$ cat config.mk
export PLATFORM = sky130hd
export DESIGN_NAME = uart_shadow_control
export DESIGN_NICKNAME = d
export VERILOG_FILES = /design/src/design/irq_bank.v /design/src/design/sir_break_pulser.v /design/src/design/uart_shadow_control.v
export VERILOG_INCLUDE_DIRS = /design/src /design/src/design
export SDC_FILE = /design/constraint.sdc
export NUM_CORES = 1
export LEC_CHECK = 0
export BUFFER_PORTS_ARGS = -buffer_cell sky130_fd_sc_hd__buf_2
export CAP_MARGIN = 20
export CORE_UTILIZATION = 49
export DETAILED_ROUTE_END_ITERATION = 6
export PLACE_DENSITY = 0.91
export SLEW_MARGIN = 0
export SYNTH_ARGS = -nofsm -noshare
export SYNTH_HDL_FRONTEND = slang
export SYNTH_SLANG_ARGS = --single-unit
$ cat constraint.sdc
create_clock -name clk -period 2.1 [get_ports clk]
set_input_delay 0.105 -clock clk [delete_from_list [all_inputs] [get_ports clk]]
set_output_delay 0.105 -clock clk [all_outputs]
set_load 0.005 [all_outputs]
$ cat src/design/uart_shadow_regs.vh
`ifndef UART_SHADOW_REGS_VH
`define UART_SHADOW_REGS_VH

// ---------------------------------------------------------------
// register byte addresses
// ---------------------------------------------------------------
`define BREAK_SHADOW_ADDR 32'h50001090
`define DMA_MODE_SHADOW_ADDR 32'h50001094
`define FIFO_ENABLE_SHADOW_ADDR 32'h50001098
`define RECEIVE_TRIGGER_SHADOW_ADDR 32'h5000109C
`define LINE_CONTROL_ADDR 32'h500010C0
`define MODEM_CONTROL_ADDR 32'h500010C4
`define FIFO_CONTROL_ADDR 32'h500010C8
`define INT_STATUS_ADDR 32'h500010CC
`define INT_MASK_ADDR 32'h500010D0
`define BLOCK_STATUS_ADDR 32'h500010D4

// ---------------------------------------------------------------
// field positions
// ---------------------------------------------------------------
`define LINE_BREAK_BIT 6
`define MODEM_LOOPBACK_BIT 4
`define MODEM_SIR_MODE_BIT 6
`define FIFO_CTRL_ENABLE_BIT 0
`define FIFO_CTRL_RX_RESET_BIT 1
`define FIFO_CTRL_TX_RESET_BIT 2
`define FIFO_CTRL_DMA_MODE_BIT 3
`define FIFO_CTRL_RX_TRIGGER_LSB 6
`define FIFO_CTRL_RX_TRIGGER_MSB 7
`define INT_RX_TRIGGER_BIT 0
`define INT_FIFO_FLUSH_BIT 1
`define INT_BREAK_BIT 2
`define INT_WIDTH 3

// ---------------------------------------------------------------
// reset values and levels
// ---------------------------------------------------------------
`define LINE_CTRL_RESET 8'h00
`define MODEM_CTRL_RESET 8'h00
`define FIFO_CTRL_RESET 8'h00
`define INT_MASK_RESET 3'h0
`define RX_FIFO_DEPTH 5'h10
`define RX_LEVEL_WIDTH 5
`define TRIG_ONE_CHAR 2'h0
`define TRIG_QUARTER 2'h1
`define TRIG_HALF 2'h2
`define TRIG_TWO_LESS 2'h3

// ---------------------------------------------------------------
// timing counts (infrared pulse, in 16x baud ticks)
// ---------------------------------------------------------------
`define SIR_PULSE_TICKS 4'h3
`define SIR_BIT_TICKS 4'hF

`endif

$ cat src/design/irq_bank.v
`timescale 1ns/10ps
`include "uart_shadow_regs.vh"

module irq_bank
(
  input wire clk,
  input wire resetn,
  input wire [`INT_WIDTH-1:0] event_set,
  input wire clear_write,
  input wire mask_write,
  input wire [`INT_WIDTH-1:0] wdata,
  output reg [`INT_WIDTH-1:0] status_reg,
  output reg [`INT_WIDTH-1:0] mask_reg,
  output wire irq
);

  // -------------------------------------------------------------
  // sticky status, write one to clear; a new event wins the clear
  // -------------------------------------------------------------
  wire [`INT_WIDTH-1:0] clear_bits;
  assign clear_bits = clear_write ? wdata : {`INT_WIDTH{1'b0}};

  always @(posedge clk or negedge resetn)
  begin
    if (!resetn)
    begin
      status_reg <= {`INT_WIDTH{1'b0}};
      mask_reg <= `INT_MASK_RESET;
    end
    else
    begin
      status_reg <= (status_reg & ~clear_bits) | event_set;
      if (mask_write)
      begin
        mask_reg <= wdata;
      end
    end
  end

  assign irq = |(status_reg & mask_reg);

endmodule // irq_bank

$ cat src/design/sir_break_pulser.v
`timescale 1ns/10ps
`include "uart_shadow_regs.vh"

module sir_break_pulser
(
  input wire clk,
  input wire resetn,
  input wire baud16_tick,
  input wire enable,
  output reg pulse_n_reg
);

  // -------------------------------------------------------------
  // one short low pulse per bit time while enabled
  // -------------------------------------------------------------
  reg [3:0] tick_count_reg;

  always @(posedge clk or negedge resetn)
  begin
    if (!resetn)
    begin
      tick_count_reg <= 4'h0;
      pulse_n_reg <= 1'b1;
    end
    else if (!enable)
    begin
      tick_count_reg <= 4'h0;
      pulse_n_reg <= 1'b1;
    end
    else if (baud16_tick)
    begin
      if (tick_count_reg == `SIR_BIT_TICKS)
      begin
        tick_count_reg <= 4'h0;
      end
      else
      begin
        tick_count_reg <= tick_count_reg + 4'h1;
      end
      pulse_n_reg <= ~(tick_count_reg < `SIR_PULSE_TICKS);
    end
  end

endmodule // sir_break_pulser

$ cat src/design/uart_shadow_control.v
`timescale 1ns/10ps
`include "uart_shadow_regs.vh"

module uart_shadow_control
(
  input wire clk,
  input wire resetn,
  input wire psel,
  input wire penable,
  input wire pwrite,
  input wire [31:0] paddr,
  input wire [31:0] pwdata,
  output reg [31:0] prdata,
  output wire pready,
  output reg pslverr,
  input wire tx_serial_data,
  input wire sir_data_n,
  input wire baud16_tick,
  input wire [`RX_LEVEL_WIDTH-1:0] rx_fifo_level,
  input wire tx_fifo_empty,
  input wire tx_fifo_full,
  output reg sout,
  output wire sir_out_n,
  output reg rx_break_loop,
  output reg tx_fifo_reset,
  output reg rx_fifo_reset,
  output reg rx_data_available,
  output reg dma_tx_req_n,
  output reg dma_rx_req_n,
  output wire irq
);

  // -------------------------------------------------------------
  // trigger level decode
  // -------------------------------------------------------------
  function [`RX_LEVEL_WIDTH-1:0] trigger_level;
    input [1:0] code;
    begin
      case (code)
        `TRIG_ONE_CHAR: trigger_level = 5'h01;
        `TRIG_QUARTER: trigger_level = `RX_FIFO_DEPTH >> 2;
        `TRIG_HALF: trigger_level = `RX_FIFO_DEPTH >> 1;
        `TRIG_TWO_LESS: trigger_level = `RX_FIFO_DEPTH - 5'h02;
        default: trigger_level = 5'h01;
      endcase
    end
  endfunction

  // 16-bit shadow view of a narrow field, upper bits zero
  function [15:0] shadow_word;
    input [1:0] field;
    input wide;
    begin
      shadow_word = wide ? {14'h0000, field} : {15'h0000, field[0]};
    end
  endfunction

  // -------------------------------------------------------------
  // state
  // -------------------------------------------------------------
  reg [7:0] line_ctrl_reg;
  reg [7:0] line_ctrl_next;
  reg [7:0] modem_ctrl_reg;
  reg [7:0] modem_ctrl_next;
  reg [7:0] fifo_ctrl_reg;
  reg [7:0] fifo_ctrl_next;
  reg fifo_flush_reg;
  reg rx_trigger_hit_reg;
  reg rx_dma_armed_reg;
  reg tx_dma_armed_reg;

  wire break_on;
  wire loopback_on;
  wire sir_mode_on;
  wire fifo_enabled;
  wire dma_mode;
  wire [1:0] rx_trigger;
  wire rx_trigger_hit;
  wire rx_not_empty;
  wire [`INT_WIDTH-1:0] int_status;
  wire [`INT_WIDTH-1:0] int_mask;
  wire [`INT_WIDTH-1:0] int_events;
  wire pulser_n;

  assign break_on = line_ctrl_reg[`LINE_BREAK_BIT];
  assign loopback_on = modem_ctrl_reg[`MODEM_LOOPBACK_BIT];
  assign sir_mode_on = modem_ctrl_reg[`MODEM_SIR_MODE_BIT];
  assign fifo_enabled = fifo_ctrl_reg[`FIFO_CTRL_ENABLE_BIT];
  assign dma_mode = fifo_ctrl_reg[`FIFO_CTRL_DMA_MODE_BIT];
  assign rx_trigger = fifo_ctrl_reg[`FIFO_CTRL_RX_TRIGGER_MSB:`FIFO_CTRL_RX_TRIGGER_LSB];
  assign rx_not_empty = (rx_fifo_level != 5'h00);
  assign rx_trigger_hit = (rx_fifo_level >= trigger_level(rx_trigger));

  // -------------------------------------------------------------
  // apb decode
  // -------------------------------------------------------------
  wire setup_phase;
  wire write_access;
  wire addr_mapped;

  assign setup_phase = psel & ~penable;
  assign write_access = psel & penable & pwrite;
  // zero wait states: read data was captured in the setup cycle
  assign pready = 1'b1;

  assign addr_mapped = (paddr == `BREAK_SHADOW_ADDR) ||
                       (paddr == `DMA_MODE_SHADOW_ADDR) ||
                       (paddr == `FIFO_ENABLE_SHADOW_ADDR) ||
                       (paddr == `RECEIVE_TRIGGER_SHADOW_ADDR) ||
                       (paddr == `LINE_CONTROL_ADDR) ||
                       (paddr == `MODEM_CONTROL_ADDR) ||
                       (paddr == `FIFO_CONTROL_ADDR) ||
                       (paddr == `INT_STATUS_ADDR) ||
                       (paddr == `INT_MASK_ADDR) ||
                       (paddr == `BLOCK_STATUS_ADDR);

  // -------------------------------------------------------------
  // shared control state: shadows and full registers alias
  // -------------------------------------------------------------
  always @*
  begin
    line_ctrl_next = line_ctrl_reg;
    modem_ctrl_next = modem_ctrl_reg;
    fifo_ctrl_next = fifo_ctrl_reg;
    // fifo reset bits are self clearing
    fifo_ctrl_next[`FIFO_CTRL_RX_RESET_BIT] = 1'b0;
    fifo_ctrl_next[`FIFO_CTRL_TX_RESET_BIT] = 1'b0;
    if (write_access)
    begin
      case (paddr)
        `BREAK_SHADOW_ADDR: line_ctrl_next[`LINE_BREAK_BIT] = pwdata[0];
        `LINE_CONTROL_ADDR: line_ctrl_next = pwdata[7:0];
        `MODEM_CONTROL_ADDR: modem_ctrl_next = pwdata[7:0];
        `DMA_MODE_SHADOW_ADDR:
          fifo_ctrl_next[`FIFO_CTRL_DMA_MODE_BIT] = pwdata[0];
        `FIFO_ENABLE_SHADOW_ADDR:
          fifo_ctrl_next[`FIFO_CTRL_ENABLE_BIT] = pwdata[0];
        `RECEIVE_TRIGGER_SHADOW_ADDR:
          fifo_ctrl_next[`FIFO_CTRL_RX_TRIGGER_LSB +: 2] = pwdata[1:0];
        `FIFO_CONTROL_ADDR: fifo_ctrl_next = pwdata[7:0];
        default: line_ctrl_next = line_ctrl_reg;
      endcase
    end
  end

  always @(posedge clk or negedge resetn)
  begin
    if (!resetn)
    begin
      line_ctrl_reg <= `LINE_CTRL_RESET;
      modem_ctrl_reg <= `MODEM_CTRL_RESET;
      fifo_ctrl_reg <= `FIFO_CTRL_RESET;
    end
    else
    begin
      line_ctrl_reg <= line_ctrl_next;
      modem_ctrl_reg <= modem_ctrl_next;
      fifo_ctrl_reg <= fifo_ctrl_next;
    end
  end

  // -------------------------------------------------------------
  // fifo controller resets
  // -------------------------------------------------------------
  always @(posedge clk or negedge resetn)
  begin
    if (!resetn)
    begin
      fifo_flush_reg <= 1'b0;
      tx_fifo_reset <= 1'b0;
      rx_fifo_reset <= 1'b0;
    end
    else
    begin
      // enable going one to zero flushes both fifos
      fifo_flush_reg <= fifo_enabled & ~fifo_ctrl_next[`FIFO_CTRL_ENABLE_BIT];
      tx_fifo_reset <= (fifo_enabled & ~fifo_ctrl_next[`FIFO_CTRL_ENABLE_BIT]) |
                       fifo_ctrl_next[`FIFO_CTRL_TX_RESET_BIT];
      rx_fifo_reset <= (fifo_enabled & ~fifo_ctrl_next[`FIFO_CTRL_ENABLE_BIT]) |
                       fifo_ctrl_next[`FIFO_CTRL_RX_RESET_BIT];
    end
  end

  // -------------------------------------------------------------
  // break forcing and loopback
  // -------------------------------------------------------------
  always @(posedge clk or negedge resetn)
  begin
    if (!resetn)
    begin
      sout <= 1'b1;
      rx_break_loop <= 1'b0;
    end
    else
    begin
      // line idles high while the transmitter is looped back
      if (loopback_on)
        sout <= 1'b1;
      else if (break_on)
        sout <= 1'b0;
      else
        sout <= tx_serial_data;
      rx_break_loop <= break_on & loopback_on;
    end
  end

  sir_break_pulser u_sir_break_pulser
  (
    .clk(clk),
    .resetn(resetn),
    .baud16_tick(baud16_tick),
    .enable(break_on & sir_mode_on & ~loopback_on),
    .pulse_n_reg(pulser_n)
  );

  reg sir_out_n_reg;
  assign sir_out_n = sir_out_n_reg;

  always @(posedge clk or negedge resetn)
  begin
    if (!resetn)
    begin
      sir_out_n_reg <= 1'b1;
    end
    else if (break_on & sir_mode_on & ~loopback_on)
      sir_out_n_reg <= pulser_n;
    else if (loopback_on)
      sir_out_n_reg <= 1'b1;
    else
      sir_out_n_reg <= sir_data_n;
  end

  // -------------------------------------------------------------
  // receive trigger, data-available and dma requests
  // -------------------------------------------------------------
  always @(posedge clk or negedge resetn)
  begin
    if (!resetn)
    begin
      rx_trigger_hit_reg <= 1'b0;
      rx_data_available <= 1'b0;
      rx_dma_armed_reg <= 1'b0;
      tx_dma_armed_reg <= 1'b0;
      dma_rx_req_n <= 1'b1;
      dma_tx_req_n <= 1'b1;
    end
    else
    begin
      rx_trigger_hit_reg <= rx_trigger_hit;
      // without fifos a single character is enough
      rx_data_available <= fifo_enabled ? rx_trigger_hit : rx_not_empty;
      // mode 1 receive: rise at trigger, hold until drained
      if (!rx_not_empty)
        rx_dma_armed_reg <= 1'b0;
      else if (rx_trigger_hit)
        rx_dma_armed_reg <= 1'b1;
      // mode 1 transmit: rise when empty, hold until full
      if (tx_fifo_full)
        tx_dma_armed_reg <= 1'b0;
      else if (tx_fifo_empty)
        tx_dma_armed_reg <= 1'b1;
      if (dma_mode & fifo_enabled)
      begin
        dma_rx_req_n <= ~(rx_dma_armed_reg | (rx_trigger_hit & rx_not_empty));
        dma_tx_req_n <= ~((tx_dma_armed_reg | tx_fifo_empty) & ~tx_fifo_full);
      end
      else
      begin
        dma_rx_req_n <= ~rx_not_empty;
        dma_tx_req_n <= ~tx_fifo_empty;
      end
    end
  end

  // -------------------------------------------------------------
  // interrupts
  // -------------------------------------------------------------
  reg break_on_d_reg;

  always @(posedge clk or negedge resetn)
  begin
    if (!resetn)
    begin
      break_on_d_reg <= 1'b0;
    end
    else
    begin
      break_on_d_reg <= break_on;
    end
  end

  assign int_events = {break_on & ~break_on_d_reg,
                       fifo_flush_reg,
                       rx_trigger_hit & ~rx_trigger_hit_reg & fifo_enabled};

  irq_bank u_irq_bank
  (
    .clk(clk),
    .resetn(resetn),
    .event_set(int_events),
    .clear_write(write_access && (paddr == `INT_STATUS_ADDR)),
    .mask_write(write_access && (paddr == `INT_MASK_ADDR)),
    .wdata(pwdata[`INT_WIDTH-1:0]),
    .status_reg(int_status),
    .mask_reg(int_mask),
    .irq(irq)
  );

  // -------------------------------------------------------------
  // read data, captured in the setup cycle
  // -------------------------------------------------------------
  reg [31:0] read_word;

  always @*
  begin
    read_word = 32'h00000000;
    case (paddr)
      `BREAK_SHADOW_ADDR: read_word = {16'h0000, shadow_word({1'b0, break_on}, 1'b0)};
      `DMA_MODE_SHADOW_ADDR: read_word = {16'h0000, shadow_word({1'b0, dma_mode}, 1'b0)};
      `FIFO_ENABLE_SHADOW_ADDR: read_word = {16'h0000, shadow_word({1'b0, fifo_enabled}, 1'b0)};
      `RECEIVE_TRIGGER_SHADOW_ADDR: read_word = {16'h0000, shadow_word(rx_trigger, 1'b1)};
      `LINE_CONTROL_ADDR: read_word = {24'h000000, line_ctrl_reg};
      `MODEM_CONTROL_ADDR: read_word = {24'h000000, modem_ctrl_reg};
      `FIFO_CONTROL_ADDR: read_word = {24'h000000, fifo_ctrl_reg};
      `INT_STATUS_ADDR: read_word = {29'h00000000, int_status};
      `INT_MASK_ADDR: read_word = {29'h00000000, int_mask};
      `BLOCK_STATUS_ADDR: read_word = {22'h000000, ~dma_tx_req_n, ~dma_rx_req_n,
                                       rx_data_available, rx_trigger_hit_reg,
                                       rx_break_loop, rx_fifo_level};
      default: read_word = 32'h00000000;
    endcase
  end

  always @(posedge clk or negedge resetn)
  begin
    if (!resetn)
    begin
      prdata <= 32'h00000000;
      pslverr <= 1'b0;
    end
    else if (setup_phase)
    begin
      prdata <= pwrite ? 32'h00000000 : read_word;
      pslverr <= ~addr_mapped;
    end
  end

endmodule // uart_shadow_control

======== Word level (Yosys, flattened, before mapping) ========
Index checks and enable logic that the tools add are counted.
word-level totals
  word-level logic and storage cells ...... 131
  output and inout bits ................... 43
  bits of input ports ..................... 79
  register bits ........................... 81
operators by class
  bitwise gates (word level) .............. 35
  reductions and logical operators ........ 25
  eq/ne operators ......................... 16
  $lt $le $gt $ge ......................... 2
  add/sub/neg operators ................... 1
  muxes and demuxes ....................... 26
operators by type and width
  kind                    number
  $eq A32 B31 Y1 const B  10
  $pmux W10 S10           1
  $mux W32                1
  $pmux W5 S4             1
  $mux W1                 14
  $not A1 Y1              14
  $and A1 B1 Y1           13
  $mux W4                 3
  $reduce_and A2 Y1       6
  $logic_or A1 B1 Y1      9
  $reduce_bool A2 Y1      4
  $and A3 B3 Y3           2
  $mux W3                 2
  $ge A5 B5 Y1            1
  $reduce_bool A5 Y1      1
  $add A4 B1 Y4 const B   1
  $eq A2 B2 Y1 const B    2
  $eq A4 B4 Y1 const B    1
  $lt A4 B2 Y1 const B    1
  $ne A2 B2 Y1 const B    2
  $or A1 B1 Y1            4
  $pmux W1 S2             2
  $pmux W2 S2             1
  $not A3 Y3              1
  7 further kinds         8

======== Longest topological paths before layout ========
Gate-level depths: netlist (run 1).
  depth in word-level cells ............... 11
  gate-level depth with buffers ........... 7
  depth with buffers taken out ............ 7

======== Cells and area by module ========
From an unflattened synthesis (run 1), not the netlist that was laid out.
second synthesis, totals
  cell total of the unflattened synthesis .. 303
  area, all modules ....................... 3,238.1 um^2
modules (own cells, without submodules)
  module               cells an instance  area each (um^2)  sequential area each (um^2)  times used
  uart_shadow_control  263                2,747.6           1,206.2                      1
  sir_break_pulser     23                 259.0             126.4                        1
  irq_bank             17                 231.5             150.1                        1

======== Worst setup path before layout (run 1) ========
No wires, ideal clock.
  path type ............................... register to register
  start ................................... reg fifo_ctrl_reg[6]
  end ..................................... reg rx_data_available
  arrival time ............................ 1.588 ns
  required time ........................... 1.975 ns
  buffers on the path ..................... 0
  period minus slack after synthesis ...... 1.713 ns
  cell stages (with the launch flop) ...... 8
  setup time .............................. 0.125 ns
  setup slack ............................. 0.387 ns
  cells stage by stage .................... dfrtp_1 > nor2_1 > ha_1 > nand2b_1 > a21o_1 > a21oi_1 > o21ai_0 > mux2_2
between the ends
  longest elaborated chain between the ends .. 4
  elaborated cells on any way between the ends .. 7
  classes of those cells .................. order compare (1); eq/ne (3); mux (2); reduce/logical (1)
RTL lines
  what                                  RTL line                   source
  start, declared                       uart_shadow_control.v:65   reg [7:0] fifo_ctrl_reg;
  start signal, assigned                uart_shadow_control.v:152  fifo_ctrl_reg <= `FIFO_CTRL_RESET;
  start signal, assigned                uart_shadow_control.v:158  fifo_ctrl_reg <= fifo_ctrl_next;
  $eq A2 B2 Y1 (tied with other cells)  uart_shadow_control.v:39   case (code)
  $pmux W5 S4 *                         uart_shadow_control.v:39
  $ge A5 B5 Y1 *                        uart_shadow_control.v:92   assign rx_trigger_hit = (rx_fifo_level >= trigger_level(rx_trigger));
  net rx_trigger_hit                    uart_shadow_control.v:78   wire rx_trigger_hit;
  $mux W1 *                             uart_shadow_control.v:251  rx_data_available <= fifo_enabled ? rx_trigger_hit : rx_not_empty;
  end signal, assigned                  uart_shadow_control.v:251
  end, declared                         uart_shadow_control.v:27   output reg rx_data_available,
The timed path passes the listed nets; every way through them passes the cells marked *. The select of a mux whose other input is x is not followed.
A chain may end at the register's enable or synchronous reset.

======== Worst setup path in the final report (run 1) ========
Same ends and word-level chain as after synthesis.

==> results of run 1 <==
[metrics by stage]
| stage | setup slack, ns | hold slack (ns) |
|---|---|---|
| finish | 0.1263 | 0.01814 |
| global route | 0.03688 | 0.004799 |
| CTS | 0.07866 | 0.004026 |
| detailed placement | 0.1197 | 0.2003 |
| global placement | 0.2527 | 0.1844 |
| floorplan | 0.3870 | -0.1906 |
[cell usage in the layout (no fill, tap or decap), drive strengths merged, types with 3 or more instances in the layout]
cell and n:
nand3 7, dlygate4sd3 3, mux2 23, a31oi 4, ha 5, a21oi 14
a32oi 6, dfrtp 54, inv 10, nor2 17, dfstp 5, o21ai 18
nand2 32, clkbuf 13, nand2b 4, o22ai 4, buf 89, nor2b 4
and2 3, a21o 4, nor3 5, nor4 8, nand4 6, conb 23
nor4bb 3, mux2i 10
[power by group]
part           leakage, nW  internal (mW)  total, mW  switching [mW]
clock network        0.102          0.645       1.09           0.450
logic                 1.03         0.0823      0.206           0.124
registers            0.784           1.15       1.15         0.00390
[final timing paths]
kind                                         startpoint                                          endpoint  slack [ns]
setup / recovery           fifo_ctrl_reg[6]$_DFFE_PN0P_                       rx_data_available$_DFF_PN0_        0.13
hold / removal                                pwdata[4]                     modem_ctrl_reg[4]$_DFFE_PN0P_        0.02
setup reg to reg           fifo_ctrl_reg[6]$_DFFE_PN0P_                       rx_data_available$_DFF_PN0_        0.13
hold reg to reg                break_on_d_reg$_DFF_PN0_                u_irq_bank.status_reg[2]$_DFF_PN0_        0.42
max in group asynchronous                        resetn                      line_ctrl_reg[6]$_DFFE_PN0P_        1.08
min in group asynchronous                        resetn  u_sir_break_pulser.tick_count_reg[3]$_DFFE_PN0P_        0.34
[routing by layer]
metal,up-vias,wire (µm)
met5,-,0
met4,0,114
met3,17,642
met2,137,4068
met1,1379,3178
li1,1254,-
[cells in the mapped netlist (all sizes together), types with 3 or more instances]
library cell,count,area [µm²]
dfrtp,54,1351
and2,3,18.77
nand3,7,40.04
mux2i,10,100.1
a21o,4,30.03
nand2,32,120.1
clkbuf,5,20.01
dfstp,5,131.4
a32oi,6,52.55
nor4bb,3,30.03
nor3,5,36.29
nor4,8,62.56
a31oi,4,25.02
o22ai,4,25.02
nand4,6,52.55
nor2b,4,25.02
a21oi,14,70.07
inv,10,37.54
buf,28,196.4
nor2,17,66.32
nand2b,4,25.02
o21ai,18,90.09
ha,5,62.56
mux2,23,259.0
[area by class of cell]
class	instances	share of cell area
Multi-Input combinational cell	226	0.3966
Sequential cell	59	0.3818
Timing Repair Buffer	92	0.1321
Clock buffer	13	0.04349
Tap cell	77	0.02481
Clock inverter	3	0.01160
Inverter	10	0.009665
[cells by family (layout without fill, tap and decap cells)]
kind of cell               after synthesis  after routing  share of synthesized area
other                                    2             23                   0.002348
adders and majority gates                5              5                    0.01956
muxes                                   35             35                     0.1264
DFF                                     59             59                     0.4636
buffers and inverters                   43            118                    0.07942
and+or+nand+nor                         99             99                     0.1768
AOI/OAI and AO/OA                       62             62                     0.1264
xor gates and xnor gates                 2              2                   0.005478
[timing repair]
action,4_1_cts,5_1_grt
resized for setup,0,1
setup endpoints to repair,0,2
endpoints found under the hold margin,29,0
hold buffers,3,0
buffers inserted,0,0
==> flow_summary_export.csv, run 1 <==
group,metric,value,unit
die,num_rows,29,
outcome,status,"completed",
final_layout,utilization,0.6151,
synthesis,synth_ff_type,"dfrtp_1",
critical_path,path_class,"register to register",
die,start_util,0.5065,
sta,hold_violations,0,
sta,min_period_over_period,0.9399,
global_route,gr-total-overflow,0,
power,p_per_area,631.6,nW/µm²
placed_design,post_dp_cell_area,3640,µm²
synthesis,synth_cells,307,
cts,htreeDepth,3,
final_layout,largest_reg_flops,10,
final_layout,drive_gt1_frac,0.3548,
routing,ant_nets,0,
global_route,grt_max_degree,35,
final_layout,seq_area,1483,µm²
sta,tightest_slew,0.7231,ns
synthesis,synth_cell_types,52,
synthesis,postSynth.asyncResetShare,1.000,
cts,clock-sinks,59,
power,p_total,2.453,mW
routing,vias_per_cell,5.806,
routing,routed_wl,8003,µm
sta,finalSetupTns,0,ns
global_route,use_met3,0.1104,
die,io_pins,122,
critical_path,endpoint_kind,"register",
routing,drtIter0Drc,215,
flow_run,cap_violations,0,
global_route,grt_use_total,0.2505,
power,peakVddDrop,0.4634,mV
die,coreArea,6314,µm²
cts,ctsLongestPathBuffers,2,
global_route,grt_first_pass_wirelength,12260,µm
hold_path,holdPathStages,2,
sta,min_period,1.974,ns
sta,finalSetupViolCount,0,
cts,cts_buffers,9,
sta,fin_skew,0.007755,ns
global_route,top_usage_layer,"met2",
synthesis,synth-edff-count,0,
synthesis,postSynthAreaPerCell,10.42,µm²
critical_path,cp_slowest_cell,"dfrtp_1",
power,p_leak,1.913,nW
cts,clkLatencyLatePin,0.35,ns
critical_path,setup.worst_path.start_class,"register",
final_layout,num-fill-cells,521,
critical_path,ff2ff_path_depth,7,
die,die_x,82.79,µm
routing,drt-wirelength-per-cell,16.67,µm
sta,rsz0062_at_grt,"no",
synthesis,yosysSeqAreaShare,0.4636,
critical_path,cp.depth,7,
final_layout,multiInputGateArea,1540,µm²
final_layout,diodes,0,
critical_path,worstPathCellList,"nor2_1 > ha_1 > nand2b_1 > a21o_1 > a21oi_1 > o21ai_1 > mux2_2",
cts,clk_pin_slew,0.07,ns
routing,drc,0,
sta,relSlewSlack,0.5179,
global_route,grt_use_met2,0.4098,
global_route,use_met1,0.2921,
global_route,antenna_found_initial,0,
final_layout,design_area,3884,µm²
hold_path,hold_path_class,"input port to register",
final_layout,nets,482,
sta,report.final.slew_viol_count,0,
placed_design,placed_cells,461,
synthesis,ys.warnings.count,0,
die,die_h,82.79,µm
critical_path,max_stage_delay,0.44,ns
routing,first_pass_iters,5,
critical_path,path_buf_inv,0,
final_layout,top_register,"prdata",
placed_design,dp_hpwl,5875,µm
global_route,grt_pass1_vias,2612,
sta,fmax,506.7,MHz
die,die-area,6853,µm²
routing,via_count,2787,
critical_path,cp_max_fo,6,
final_layout,fin_cells,480,
placed_design,io_buffers,74,
critical_path,cp_top_family,"compound AO/OA/AOI/OAI gates",
final_layout,syn2layout_area_growth,21.44,%
cts,cts_tree,"built",
synthesis,synth_seq_cells,59,
cts,cts_root_buf,"clkbuf_8",
critical_path,worst_ep_arrival_time,2.21,ns
placed_design,gp_congestion,0.8710,
critical_path,crit_required,2.34,ns
synthesis,syn_area,3198,µm²
Note: power is estimated with default switching activity, not from simulation.
==> run 2: changes to the inputs <==
--- a/config.mk
+++ b/config.mk
@@ -9,3 +9,3 @@
 export BUFFER_PORTS_ARGS = -buffer_cell sky130_fd_sc_hd__buf_2
-export CAP_MARGIN = 20
+export CAP_MARGIN = 0
 export CORE_UTILIZATION = 49
==> constraint.sdc (replaced) <==
create_clock -name clk -period 2.1 [get_ports clk]
set_input_delay 0.315 -clock clk [delete_from_list [all_inputs] [get_ports clk]]
set_output_delay 0.315 -clock clk [all_outputs]
set_load 0.005 [all_outputs]
==> run 2 against run 1 <==
Effect of this change:
- routed wire length is 0.24% higher
- global-route usage is 0.21 points higher
- worst hold slack better by 0.12 ns
- combinational power hardly changed
- via count is 2.1% higher
- power is 2.5% lower
- critical endpoint unchanged
==> flow_summary_export.csv, run 2 (same netlist as run 1, synthesis figures left out) <==
group,metric,value,unit
outcome,status,"completed",
power,p_comb_frac,0.087,
critical_path,path_buf_inv,0,
die,io_pins,122,
critical_path,setup.worst_path.start_class,"register",
critical_path,ff2ff_path_depth,7,
cts,cts_setup_buffers,0,
cts,cts_tree,"built",
die,start_util,0.5065,
die,die-area,6853,µm²
final_layout,drive_gt1_frac,0.3598,
sta,fin_skew,0.006701,ns
final_layout,diodes,0,
sta,rsz0062_at_grt,"no",
routing,routed_wl,8022,µm
placed_design,io_buffers,74,
power,switching_share,0.2455,
sta,min_period,1.951,ns
global_route,antenna_found_initial,0,
critical_path,max_stage_delay,0.45,ns
sta,fmax,512.5,MHz
die,die_x,82.79,µm
final_layout,syn2layout_area_growth,20.66,%
hold_path,min-delay-start,"tx_fifo_full",
final_layout,top_register,"prdata",
routing,drc,0,
placed_design,gp_congestion,0.9296,
global_route,grt_first_pass_wirelength,12360,µm
critical_path,worstPathCellList,"nor2_1 > ha_1 > nand2b_1 > a21o_1 > a21oi_1 > o21ai_1 > mux2_2",
critical_path,r2r_end,"rx_data_available$_DFF_PN0_",
critical_path,crit_start,"fifo_ctrl_reg[6]$_DFFE_PN0P_",
critical_path,cp_top_family,"compound AO/OA/AOI/OAI gates",
final_layout,largest_reg_flops,10,
die,die_h,82.79,µm
cts,ctsLongestPathBuffers,2,
die,coreArea,6314,µm²
cts,cts_buffers,9,
critical_path,cp_max_fo,6,
power,p_per_area,619.5,nW/µm²
sta,hold_violations,0,
sta,finalSetupViolCount,0,
sta,min_period_over_period,0.9292,
final_layout,layout_commonest_cell,"buf_2",
routing,vias_per_cell,5.927,
critical_path,path_class,"register to register",
routing,via_count,2845,
global_route,gr-total-overflow,0,
critical_path,ff2ff_setup_slack,0.15,ns
routing,drtIter0Drc,187,
sta,report.final.slew_viol_count,0,
critical_path,crit_required,2.33,ns
power,p_int,1.804,mW
flow_run,cap_violations,0,
sta,finalSetupTns,0,ns
power,peakVddDrop,0.3786,mV
final_layout,nets,482,
critical_path,cp.depth,7,
sta,relSlewSlack,0.6229,
power,clock_power_share,0.432,
routing,drt-wirelength-per-cell,16.71,µm
routing,first_pass_iters,5,
cts,clkLatencyLatePin,0.34,ns
final_layout,layout_common_cells,"buf_2, dfrtp_1, nand2_1",
cts,cts_root_buf,"clkbuf_8",
critical_path,endpoint_kind,"register",
cts,clock-sinks,59,
cts,htreeDepth,3,
die,num_rows,29,
routing,ant_nets,0,
power,p_total,2.390,mW
power,pwr-share-seq,0.482,
sta,tightest_slew,0.5580,ns
critical_path,rr_startpoint,"fifo_ctrl_reg[6]$_DFFE_PN0P_",
power,p_leak,1.914,nW
critical_path,cp_slowest_cell,"dfrtp_1",
placed_design,dp_hpwl,5877,µm
global_route,grt_use_total,0.2526,
final_layout,utilization,0.6112,
global_route,grt_max_degree,25,
critical_path,worst_ep_arrival_time,2.18,ns
global_route,grt_pass1_vias,2666,
hold_path,hold_path_class,"input port to register",
critical_path,endpoint,"rx_data_available$_DFF_PN0_",
cts,clk_pin_slew,0.07,ns
power,power.switching,586.8,µW
## run 2: changes by cell type in the layout (fill, tap and decap cells not counted), sizes merged
cell / delta
dlygate4sd3: -2
clkinvlp: -1
clkbuf: -2
buf: +2
clkinv: +3
## run 2: worst min path at each step
stage	endpoint	depth (start not counted)
floorplan	break_on_d_reg$_DFF_PN0_	0
global placement	u_sir_break_pulser.tick_count_reg[0]$_DFFE_PN0P_	1
detailed placement	u_sir_break_pulser.tick_count_reg[3]$_DFFE_PN0P_	1
CTS	tx_dma_armed_reg$_DFFE_PN0P_	2
global route	tx_dma_armed_reg$_DFFE_PN0P_	2
finish	tx_dma_armed_reg$_DFFE_PN0P_	2
## run 2: metal layers
metal	vias to the layer above	global-route usage	wire, µm
li1	1255	-	-
met1	1389	0.2836	3113
met2	168	0.4197	4012
met3	33	0.09180	723
met4	0	0.1310	173
met5	-	0	0
## run 2: repair_timing
action | 4_1_cts | 5_1_grt
gates resized for setup | 0 | 1
endpoints found under the hold margin | 15 | 0
setup endpoints to repair | 0 | 1
hold buffers | 1 | 0
## run 2: worst reg2reg max path, stage by stage (launching register included)
cell and delay, ns:
dfrtp_1 0.45, nor2_1 0.14, ha_1 0.24, nand2b_1 0.15, a21o_1 0.17, a21oi_1 0.21
o21ai_1 0.16, mux2_2 0.30
## run 2: final cells by class
type / count / area (µm²)
Timing Repair Buffer: 92 / 508.0
Sequential cell: 59 / 1483
Clock inverter: 5 / 52.55
Multi-Input combinational cell: 226 / 1540
Fill cell: 499 / 2455
Clock buffer: 11 / 141.4
Tap cell: 77 / 96.34
Inverter: 10 / 37.54
## run 2: through the flow
stage,area (µm²),std cells,worst slack [ns],hold slack (ns)
global placement,3655,463,0.1203,0.2718
finish,3859,480,0.1487,0.1422
floorplan,3277,328,0.2343,0.01941
detailed placement,3655,463,0.03775,0.2819
CTS,3859,480,0.09594,0.1372
global route,3859,480,0.08535,0.1340
## run 2: power groups by stage
stage	clock network, mW	logic [mW]	registers [mW]
after floorplan	0	0.112	1.17
after global placement	0	0.194	1.17
after detailed placement	0	0.202	1.17
after global routing	1.10	0.233	1.15
after CTS	1.04	0.205	1.15
final	1.03	0.208	1.15
